===== src/rtl/relay_pkg.sv =====
// Shared constants, register map and carriers for the relay run/stop controller.
// Assumes a single 250 MHz APB clock; pins are asynchronous to it.
package relay_pkg;

    // ==========================================================
    // Sizes
    localparam int N_IN  = 8;          // Field inputs
    localparam int N_Q   = 4;          // Relay/transistor outputs
    localparam int AW    = 8;          // Analog sample width
    localparam int CW    = 16;         // Counter width
    localparam int PA_W  = 4;          // Program address width
    localparam int DEPTH = 16;         // Program words
    localparam int IMG_W = N_IN + 2;   // Digital pins plus two analog compares
    localparam int PW_W  = IMG_W + 2;  // Program word width
    localparam int W_W   = 3;          // Wait counter width
    localparam int SYNC  = 2;          // Synchroniser depth

    localparam int FAST_INPUT_A = 4;
    localparam int FAST_INPUT_B = 5;
    localparam logic [PA_W:0] LEN_MAX = (PA_W + 1)'(DEPTH);

    // ==========================================================
    // Timing
    localparam int CLK_NS         = 4;
    localparam int CART_ACCESS_NS = 16;
    localparam int CART_CYC       = (CART_ACCESS_NS + CLK_NS - 1) / CLK_NS;
    localparam int CART_WAIT      = CART_CYC + SYNC;
    localparam int STRAP_CYC      = SYNC + 1;

    // ==========================================================
    // Register map, byte addresses
    typedef logic [7:0] addr_t;
    localparam addr_t A_CTRL   = 8'h00;
    localparam addr_t A_STAT   = 8'h04;
    localparam addr_t A_PADDR  = 8'h08;
    localparam addr_t A_PDATA  = 8'h0c;
    localparam addr_t A_PLEN   = 8'h10;
    localparam addr_t A_IMG    = 8'h14;
    localparam addr_t A_OUTS   = 8'h18;
    localparam addr_t A_FCNT_A = 8'h1c;
    localparam addr_t A_FCNT_B = 8'h20;
    localparam addr_t A_ANA    = 8'h24;
    localparam addr_t A_THRESH = 8'h28;
    localparam addr_t A_SCAN   = 8'h2c;

    // Control and status bit positions
    localparam int C_RUN    = 0;
    localparam int C_HALT   = 1;
    localparam int C_EDIT   = 2;
    localparam int C_COMMIT = 3;
    localparam int C_RET_A  = 4;
    localparam int C_RET_B  = 5;
    localparam int C_LEN    = 8;
    localparam int S_READY  = 0;
    localparam int S_RUN    = 1;
    localparam int S_VALID  = 2;
    localparam int S_DISP   = 3;
    localparam int S_EDIT   = 4;
    localparam int S_NOPROG = 5;

    // ==========================================================
    // Types
    typedef enum logic [1:0] {B_STRAP, B_COPY, B_DECIDE, B_READY} boot_e;
    typedef enum logic [1:0] {SC_SAMPLE, SC_EVAL, SC_UPDATE} scan_e;

    // One product term: output index and required image bits
    typedef struct packed {
        logic [1:0]       out;
        logic [IMG_W-1:0] mask;
    } pword_s;

    typedef struct packed {
        logic            we;
        logic [PA_W-1:0] a;
        pword_s          d;
    } pwr_s;

    // Contents that survive power loss
    typedef struct packed {
        logic          valid;
        logic          run;
        logic [PA_W:0] len;
        logic          ret_a;
        logic          ret_b;
        logic [CW-1:0] cnt_a;
        logic [CW-1:0] cnt_b;
    } nv_s;

    typedef struct packed {
        boot_e           boot;
        scan_e           scan;
        logic            run;
        logic            disp;
        logic            edit;
        logic [W_W-1:0]  wcnt;
        logic [PA_W-1:0] caddr;
        logic [PA_W-1:0] padr;
        logic [N_IN-1:0] in1;
        logic [N_IN-1:0] in2;
        logic [2:0]      ct1;
        logic [2:0]      ct2;
        pword_s          cd1;
        pword_s          cd2;
        logic [PA_W:0]   cl1;
        logic [PA_W:0]   cl2;
        logic [2*AW-1:0] ad1;
        logic [2*AW-1:0] ad2;
        logic [1:0]      fprev;
        logic [IMG_W-1:0] img;
        logic [PA_W:0]   pc;
        logic [N_Q-1:0]  acc;
        logic [N_Q-1:0]  q;
        logic [CW-1:0]   sc;
        logic [CW-1:0]   slen;
        logic [CW-1:0]   fa;
        logic [CW-1:0]   fb;
        logic [AW-1:0]   thr;
        logic            np;
        logic            lg;
        logic            lr;
        logic            pready;
        logic            pslverr;
        logic [31:0]     prdata;
    } st_s;

    localparam st_s ST_RST   = '0;
    localparam nv_s NV_BLANK = '0;

endpackage


===== src/rtl/relay_ctrl.sv =====
// Power-up sequencing, halt/execute control and scan engine of the relay.
// Assumes an APB master on pclk and asynchronous field pins and cartridge.
`timescale 1ns/10ps
module relay_ctrl
    import relay_pkg::*;
(
    input  wire logic            pclk,
    input  wire logic            presetn,
    input  wire logic            nv_wipe_n,
    input  wire logic            psel,
    input  wire logic            penable,
    input  wire logic            pwrite,
    input  wire logic [31:0]     paddr,
    input  wire logic [31:0]     pwdata,
    output logic [31:0]          prdata,
    output logic                 pready,
    output logic                 pslverr,
    input  wire logic [N_IN-1:0] field_in,
    input  wire logic [AW-1:0]   adc_a,
    input  wire logic [AW-1:0]   adc_b,
    input  wire logic            has_display,
    input  wire logic            cart_present,
    input  wire logic            cart_has_prog,
    input  wire logic [PA_W:0]   cart_len,
    input  wire logic [PW_W-1:0] cart_data,
    output logic [PA_W-1:0]      cart_addr,
    output logic [N_Q-1:0]       q_out,
    output logic                 led_green,
    output logic                 led_red,
    output logic                 no_prog_msg
);

    // ==========================================================
    // Declarations
    st_s             s;
    st_s             next_s;
    nv_s             nv_q;
    nv_s             next_nv;
    pwr_s            pw;
    pword_s          rd_d;
    logic            nv_we;
    logic            wr;
    logic            map;
    addr_t           a;
    logic [31:0]     rv;
    logic [AW-1:0]   analog_view_a;
    logic [AW-1:0]   analog_view_b;

    // A term fires when it selects at least one image bit and every selected bit is one
    function automatic logic hit(input logic [IMG_W-1:0] img, input pword_s w);
        return (w.mask != '0) && ((img & w.mask) == w.mask);
    endfunction

    function automatic logic [PA_W:0] clip_len(input logic [PA_W:0] l);
        return (l > LEN_MAX) ? LEN_MAX : l;
    endfunction

    relay_nv_store u_nv (
        .pclk      (pclk),
        .nv_wipe_n (nv_wipe_n),
        .pw        (pw),
        .nv_we     (nv_we),
        .nv_d      (next_nv),
        .rd_a      (s.pc[PA_W-1:0]),
        .rd_d      (rd_d),
        .nv_q      (nv_q)
    );

    // ==========================================================
    // Bus decode; writes before sequencing ends are dropped
    assign a       = paddr[7:0];
    assign map     = (paddr[31:8] == '0) && (a[1:0] == 2'b00) && (a <= A_SCAN);
    assign wr      = s.pready && psel && penable && pwrite && map && (s.boot == B_READY);
    assign analog_view_a = s.ad2[AW-1:0];
    assign analog_view_b = s.ad2[2*AW-1:AW];

    // Read data for the addressed register
    always_comb begin
        rv = '0;
        case (a)
            A_CTRL: begin
                rv[C_RET_A] = nv_q.ret_a;
                rv[C_RET_B] = nv_q.ret_b;
            end
            A_STAT: begin
                rv[S_READY]  = (s.boot == B_READY);
                rv[S_RUN]    = s.run;
                rv[S_VALID]  = nv_q.valid;
                rv[S_DISP]   = s.disp;
                rv[S_EDIT]   = s.edit;
                rv[S_NOPROG] = s.np;
            end
            A_PADDR:  rv[PA_W-1:0] = s.padr;
            A_PLEN:   rv[PA_W:0] = nv_q.len;
            A_IMG:    rv[IMG_W-1:0] = s.img;
            A_OUTS:   rv[N_Q-1:0] = s.q;
            A_FCNT_A: rv[CW-1:0] = s.fa;
            A_FCNT_B: rv[CW-1:0] = s.fb;
            A_ANA:    rv[2*AW-1:0] = {analog_view_b, analog_view_a};
            A_THRESH: rv[AW-1:0] = s.thr;
            A_SCAN:   rv[CW-1:0] = s.slen;
            default:  rv = '0;
        endcase
    end

    // ==========================================================
    // Next state
    always_comb begin
        next_s  = s;
        next_nv = nv_q;
        pw      = '0;

        // Pin synchronisers, levels taken as seen on the pin
        next_s.in1 = field_in;
        next_s.in2 = s.in1;
        next_s.ct1 = {cart_has_prog, cart_present, has_display};
        next_s.ct2 = s.ct1;
        next_s.cd1 = cart_data;
        next_s.cd2 = s.cd1;
        next_s.cl1 = cart_len;
        next_s.cl2 = s.cl1;
        next_s.ad1 = {adc_b, adc_a};
        next_s.ad2 = s.ad1;

        // Fast inputs count rising edges on every clock while running, free of the scan
        next_s.fprev = {s.in2[FAST_INPUT_B], s.in2[FAST_INPUT_A]};
        if (s.run && s.in2[FAST_INPUT_A] && !s.fprev[0]) begin
            next_s.fa = s.fa + 1'b1;
        end
        if (s.run && s.in2[FAST_INPUT_B] && !s.fprev[1]) begin
            next_s.fb = s.fb + 1'b1;
        end

        // Power-up sequence
        unique case (s.boot)
            B_STRAP: begin
                next_s.wcnt = s.wcnt + 1'b1;
                if (s.wcnt == W_W'(STRAP_CYC)) begin
                    next_s.wcnt = '0;
                    next_s.disp = s.ct2[0];
                    next_s.boot = (s.ct2[1] && s.ct2[2]) ? B_COPY : B_DECIDE;
                end
            end
            B_COPY: begin
                // Copy overwrites whatever was stored
                next_s.wcnt = s.wcnt + 1'b1;
                if (s.wcnt == W_W'(CART_WAIT)) begin
                    next_s.wcnt = '0;
                    pw.we = 1'b1;
                    pw.a  = s.caddr;
                    pw.d  = s.cd2;
                    if (s.caddr == PA_W'(DEPTH - 1)) begin
                        next_nv.len   = clip_len(s.cl2);
                        next_nv.valid = 1'b1;
                        next_s.boot   = B_DECIDE;
                    end else begin
                        next_s.caddr = s.caddr + 1'b1;
                    end
                end
            end
            B_DECIDE: begin
                next_s.boot = B_READY;
                if (!nv_q.valid) begin
                    next_s.run = 1'b0;
                end else if (!s.disp) begin
                    next_s.run = 1'b1;
                end else begin
                    next_s.run = nv_q.run;
                end
                // Restore retained counters
                if (nv_q.ret_a) begin
                    next_s.fa = nv_q.cnt_a;
                end
                if (nv_q.ret_b) begin
                    next_s.fb = nv_q.cnt_b;
                end
            end
            B_READY: begin
                // With a display, mode follows power-down state next time; without one a valid program always runs
                next_nv.run = s.run;
            end
        endcase

        // Register writes
        if (wr) begin
            case (a)
                A_CTRL: begin
                    // A single run bit: halt or execute only
                    if (pwdata[C_HALT]) begin
                        next_s.run = 1'b0;
                    end else if (pwdata[C_RUN] && nv_q.valid && !s.edit) begin
                        next_s.run = 1'b1;
                    end
                    // Entry drops the stored program first
                    if (pwdata[C_EDIT]) begin
                        next_s.edit   = 1'b1;
                        next_s.run    = 1'b0;
                        next_nv.valid = 1'b0;
                    end else if (pwdata[C_COMMIT] && s.edit) begin
                        next_s.edit   = 1'b0;
                        next_nv.valid = 1'b1;
                        next_nv.len   = clip_len(pwdata[C_LEN +: PA_W + 1]);
                    end
                    next_nv.ret_a = pwdata[C_RET_A];
                    next_nv.ret_b = pwdata[C_RET_B];
                end
                A_PADDR: next_s.padr = pwdata[PA_W-1:0];
                A_PDATA: begin
                    if (s.edit) begin
                        pw.we = 1'b1;
                        pw.a  = s.padr;
                        pw.d  = pwdata[PW_W-1:0];
                        next_s.padr = s.padr + 1'b1;
                    end
                end
                A_THRESH: next_s.thr = pwdata[AW-1:0];
                default: ;
            endcase
        end

        // Mirror retained counters only once boot has finished (B_READY, running or halted); boot must not clobber them
        if (s.boot == B_READY) begin
            if (next_nv.ret_a) begin
                next_nv.cnt_a = next_s.fa;
            end
            if (next_nv.ret_b) begin
                next_nv.cnt_b = next_s.fb;
            end
        end

        // Scan engine; halt parks it with outputs off
        if (!next_s.run) begin
            next_s.scan = SC_SAMPLE;
            next_s.q    = '0;
            next_s.sc   = '0;
        end else begin
            unique case (s.scan)
                SC_SAMPLE: begin
                    // One snapshot per scan, so shorter pulses may be missed
                    next_s.img  = {s.ad2[2*AW-1:AW] >= s.thr, s.ad2[AW-1:0] >= s.thr, s.in2};
                    next_s.pc   = '0;
                    next_s.acc  = '0;
                    next_s.sc   = CW'(1);
                    next_s.scan = SC_EVAL;
                end
                SC_EVAL: begin
                    // One word per clock: scan time tracks program length
                    next_s.sc = s.sc + 1'b1;
                    if (s.pc == nv_q.len) begin
                        next_s.scan = SC_UPDATE;
                    end else begin
                        if (hit(s.img, rd_d)) begin
                            next_s.acc[rd_d.out] = 1'b1;
                        end
                        next_s.pc = s.pc + 1'b1;
                    end
                end
                SC_UPDATE: begin
                    // All outputs move in the same edge
                    next_s.q    = s.acc;
                    next_s.slen = s.sc + 1'b1;
                    next_s.sc   = '0;
                    next_s.scan = SC_SAMPLE;
                end
                default: next_s.scan = SC_SAMPLE;
            endcase
        end

        // Indicators
        next_s.lg = (next_s.boot == B_READY) && !next_s.disp && next_s.run;
        next_s.lr = (next_s.boot == B_READY) && !next_s.disp && !next_s.run;
        next_s.np = (next_s.boot == B_READY) && next_s.disp && !next_nv.valid;

        // Bus answer: zero wait states, data latched in setup
        next_s.pready  = psel && !penable;
        next_s.pslverr = psel && !penable && !map;
        if (psel && !penable) begin
            next_s.prdata = (map && !pwrite) ? rv : '0;
        end

        nv_we = (next_nv != nv_q);
    end

    // ==========================================================
    // State register
    always_ff @(posedge pclk or negedge presetn) begin
        if (!presetn) begin
            s <= ST_RST;
        end else begin
            s <= next_s;
        end
    end

    // Outputs straight from flops
    assign prdata      = s.prdata;
    assign pready      = s.pready;
    assign pslverr     = s.pslverr;
    assign cart_addr   = s.caddr;
    assign q_out       = s.q;
    assign led_green   = s.lg;
    assign led_red     = s.lr;
    assign no_prog_msg = s.np;
endmodule


===== src/rtl/relay_nv_store.sv =====
// Non-volatile store: program words plus mode, length and retained counters.
// Assumes nv_wipe_n is only asserted for a factory erase, never at power-up.
`timescale 1ns/10ps
module relay_nv_store
    import relay_pkg::*;
(
    input  wire logic            pclk,
    input  wire logic            nv_wipe_n,
    input  wire pwr_s            pw,
    input  wire logic            nv_we,
    input  wire nv_s             nv_d,
    input  wire logic [PA_W-1:0] rd_a,
    output pword_s               rd_d,
    output nv_s                  nv_q
);

    // ==========================================================
    // Program memory, deliberately without reset: it must outlive presetn
    pword_s mem [DEPTH];

    always_ff @(posedge pclk) begin
        if (pw.we) begin
            mem[pw.a] <= pw.d;
        end
    end

    // Asynchronous read keeps evaluation at one word per clock
    assign rd_d = mem[rd_a];

    // ==========================================================
    // Bookkeeping words, cleared only by an erase
    always_ff @(posedge pclk or negedge nv_wipe_n) begin
        if (!nv_wipe_n) begin
            nv_q <= NV_BLANK;
        end else if (nv_we) begin
            nv_q <= nv_d;
        end
    end

endmodule


===== config.mk =====
export PLATFORM = sky130hd
export DESIGN_NAME = relay_ctrl
export DESIGN_NICKNAME = d
export VERILOG_FILES = /design/src/rtl/relay_pkg.sv /design/src/rtl/relay_ctrl.sv /design/src/rtl/relay_nv_store.sv
export SDC_FILE = /design/constraint.sdc
export NUM_CORES = 1
export LEC_CHECK = 0
export BUFFER_PORTS_ARGS = -buffer_cell sky130_fd_sc_hd__clkbuf_2
export CORE_ASPECT_RATIO = 0.6
export CORE_MARGIN = 3
export CORE_UTILIZATION = 35
export CTS_CLUSTER_SIZE = 10
export DETAILED_ROUTE_END_ITERATION = 16
export RECOVER_POWER = 50
export SYNTH_ARGS = -nofsm -noshare
export SYNTH_HDL_FRONTEND = slang
export SYNTH_SLANG_ARGS = --single-unit

===== constraint.sdc =====
create_clock -name pclk -period 4.2 [get_ports pclk]
set_clock_uncertainty 0.1 [all_clocks]
set_input_delay 1.05 -clock pclk [delete_from_list [all_inputs] [get_ports pclk]]
set_output_delay 1.05 -clock pclk [all_outputs]
set_load 0.05 [all_outputs]

==> Flow_metrics.wiki <==
{| class="wikitable"
! Metric !! Value
|-
| Least-Margin Pin Slew || 1.73 ns
|-
| Netlist area before placement || 19500 um^2
|-
| Async SR Flop Fraction || 58.0%
|-
| Relative contribution of combinational cells to total power || 4.2%
|-
| Sequential fraction of design power || 52.6%
|-
| Post-placement cell count || 2305
|-
| Initial antenna violation count || 0
|-
| Clock tree from TritonCTS || built
|-
| Number of filler instances in the final layout || 5106
|-
| Worst endpoint data arrival time || 4.03 ns
|-
| Switching Fraction || 22.7%
|-
| Total internal power || 7150 uW
|-
| Number of setup violations in the final report || 0
|-
| Net count, final || 1750
|-
| Launching element of the worst setup path || paddr[1]
|-
| Largest net degree at the start of global routing || 104
|-
| Cell leakage power || 0.00896 uW
|-
| Clock root buffer master || clkbuf_16
|-
| Height of the chip || 189 um
|-
| Clock latency reported for the late side of the worst-skew pair || 0.58 ns
|-
| Worst voltage drop across the vdd grid || 0.000291 V
|-
| Violated checks || max-capacitance violations, max-slew violations
|-
| Sequential area share after synthesis || 63.4%
|-
| Width of the die || 311 um
|-
| Number of violations reported at the end of detailed-routing iteration 0 || 1584
|-
| Post-Synthesis Cells || 1470
|-
| Clock buffer count from CTS || 51
|-
| Post-layout total power || 9240 uW
|-
| Via count of the first global-routing pass || 12600
|-
| Area occupied by multi-input gates || 6480 um^2
|-
| Area taken by flip-flops and latches || 12400 um^2
|-
| Antenna-violating nets left || 0
|-
| Standard cell area after detailed placement || 21000 um^2
|-
| Cell type with the highest aggregate area in the netlist || dfrtp_1
|-
| Leading cell type by number of instances after synthesis || dfrtp_1
|-
| Vias per Instance || 5.38
|-
| Status || finished with violations
|-
| Most frequently used flop master after synthesis || dfrtp_1
|-
| Cts-stage hold buffer count || 0
|-
| Kind of path behind the tightest hold check || flip-flop to flip-flop
|-
| Initial DRT Pass Iterations || 7
|-
| Leftover overflow at the end of global routing || 0
|-
| Tightest slew margin relative to the limit || -15.1%
|-
| Synthesis-to-finish area growth || 14.2%
|-
| Number of synthesized flops with an enable pin || 192
|-
| Maximum count of clock buffers along a single path || 3
|-
| Clock slew at reported path FFs || 0.06 ns
|-
| Core area || 54700 um^2
|-
| Number of max-slew violations in the final report || 92
|-
| Max-capacitance violation count || 2
|-
| Global-route wire length before repair || 79200 um
|-
| Number of distinct library cells after synthesis || 72
|-
| Htree depth || 2
|-
| Net switching power || 2100 uW
|-
| Seq cells post-synth || 457
|-
| Startpoint of the lowest-slack hold path || next_s[180]
|-
| Share of total power in the clock network || 43.1%
|-
| Aggregate negative setup slack || 0 ns
|-
| Count of boundary I/O pins || 159
|-
| Number of cells upsized or downsized after cts || 0
|-
| Detailed Place HPWL || 37900 um
|-
| FP Rows || 66
|-
| Global placer's final weighted congestion || 0.898
|-
| Critical register-to-register path startpoint || s[117]
|-
| Leading post-synthesis cells by instance count || dfrtp_1 (265), edfxtp_1 (192), nor2_1 (121)
|-
| Power density of the placed cells || 414 nW/um^2
|-
| Final instance count without filler cells || 2386
|-
| Top achievable clock speed || 276 MHz
|-
| Share of the clock period used by the worst path after layout || 86.2%
|-
| Post-Synthesis Mean Instance Area || 13.3 um^2
|-
| Required time of the worst setup path || 4.61 ns
|-
| End-of-flow core utilization || 40.8%
|-
| Unrepaired setup endpoints after global routing || no
|-
| Total wire length || 52200 um
|-
| Final period demand of the worst path || 3.62 ns
|-
| Final non-filler cell area || 22300 um^2
|-
| Highest fanout seen on the critical path || 16
|-
| Routed wire length per instance || 21.9 um
|-
| Number of hold violations in the final report || 0
|-
| GRT Overall Usage || 17.6%
|-
| Share of the synthesized area in the top cell type || 33.9%
|-
| Number of sinks on the clock net || 457
|-
| Port bufs || 123
|-
| Via count of the routed design || 12800
|-
| Count of yosys warnings during synthesis || 0
|-
| Count of unresolved DRC violations after routing || 0
|-
| Starting utilization of the core area || 35.7%
|-
| Die area || 58800 um^2
|-
| Fraction of layout cells with a size suffix above 1 || 16.1%
|-
| Worst Setup Path Type || primary input to flip-flop
|-
| Worst Setup End Kind || flip-flop
|-
| Synth top area cells || dfrtp_1 (34%), edfxtp_1 (30%), mux2i_1 (3.5%)
|-
| Critical Path Start Type || primary input
|-
| Post-CTS setup repair buffer count || 0
|}
-- worst max-delay path, stage by stage --
cell and delay (ns):
clkbuf_1 0.09, or4_1 0.66, nor4_1 0.24, nor4b_1 0.44
clkbuf_1 0.37, a21o_1 0.28, nand3b_2 0.11, buf_4 0.22
or4_1 0.47, nand3_1 0.09
-- metal layers --
metal / track usage [%] / wire length, um / vias to the layer above
met2: 22.6 / 20000 / 547
met3: 4.65 / 5080 / 58
met4: 2.71 / 590 / 0
met1: 29.3 / 26500 / 6553
li1: - / - / 5667
met5: 0 / 0 / -
-- power by group through the flow --
stage	combinational [uW]	sequential (uW)	clock, uW
2_1_floorplan	250	4910	0
3_3_place_gp	387	4940	0
3_5_place_dp	401	4940	0
4_1_cts	403	4860	4070
5_1_grt	434	4880	4280
6_report	390	4870	3990
-- registers in the layout, indices dropped and copies added (netlist names) --
signal,count
cart_addr,4
led_red,1
pslverr,1
s,133
analog_view_b,8
prdata,16
q_out,4
pready,1
no_prog_msg,1
led_green,1
analog_view_a,8
u_nv.mem,192
next_s,46
u_nv.nv_q,41
-- cells by family after synthesis --
logic type | share of synthesized area (%)
simple gates | 9.78
compound gates | 8.75
mux | 9.87
buf+inv | 3.57
xor+xnor | 2.91
flops | 63.4
fa+ha+maj | 1.66
other cells | 0.0192
-- metrics by stage --
step,worst slack (ns),hold slack [ns]
floorplan,0.280,0.231
global placement,0.298,0.233
detailed placement,0.256,0.235
CTS,0.791,0.242
global route,0.371,0.247
finish,0.580,0.243
-- area by class of cell --
| cell class | instances | share of cell area (%) |
|---|---|---|
| antenna | 1 | 0.0112 |
| clock buffer | 77 | 6.20 |
| clock inverter | 3 | 0.235 |
| inverter | 28 | 0.471 |
| multi-input combinational | 894 | 29.0 |
| sequential | 457 | 55.5 |
| tap | 748 | 4.19 |
| timing repair buffer | 178 | 4.33 |
-- placed cells by master, fill, tap and decap left out, types with 5 or more instances in the layout --
cell type  netlist  layout
dfrtp_1        265     264
edfxtp_1       192     192
nor2_1         121     121
nand2_1         99      99
clkbuf_2         0      87
clkbuf_1        45      72
mux2i_1         69      69
a21oi_1         59      59
clkbuf_16        0      51
o21ai_0         45      45
mux2_2          42      42
buf_4           47      42
a22oi_1         40      40
xnor2_1         36      36
nand3_1         35      35
mux4_2          30      30
xor2_1          29      29
a22o_1          29      29
inv_1           27      27
ha_1            26      26
nor3_1          24      24
nor2b_1         16      16
and3_1          16      16
nand4_1         16      16
conb_1           1      16
nand2b_1        15      15
nor4_1          12      13
a21o_1          10      10
a222oi_1        10      10
a221oi_1         9       9
nor3b_1          8       8
mux2_1           8       8
nand4b_1         5       5
a211oi_1         5       5
-- worst paths after layout --
kind                                 endpoint  slack, ns  cells past startpoint
worst max-delay path                   s[119]       0.58                     10
worst min-delay path                   s[180]       0.24                      0
worst max register to register         s[116]       0.79                      8
worst min register to register         s[180]       0.24                      0
max in group asynchronous         next_s[142]       0.92                      2
min in group asynchronous       u_nv.nv_q[18]       0.77                      1
(Power assumes the default switching activity.)
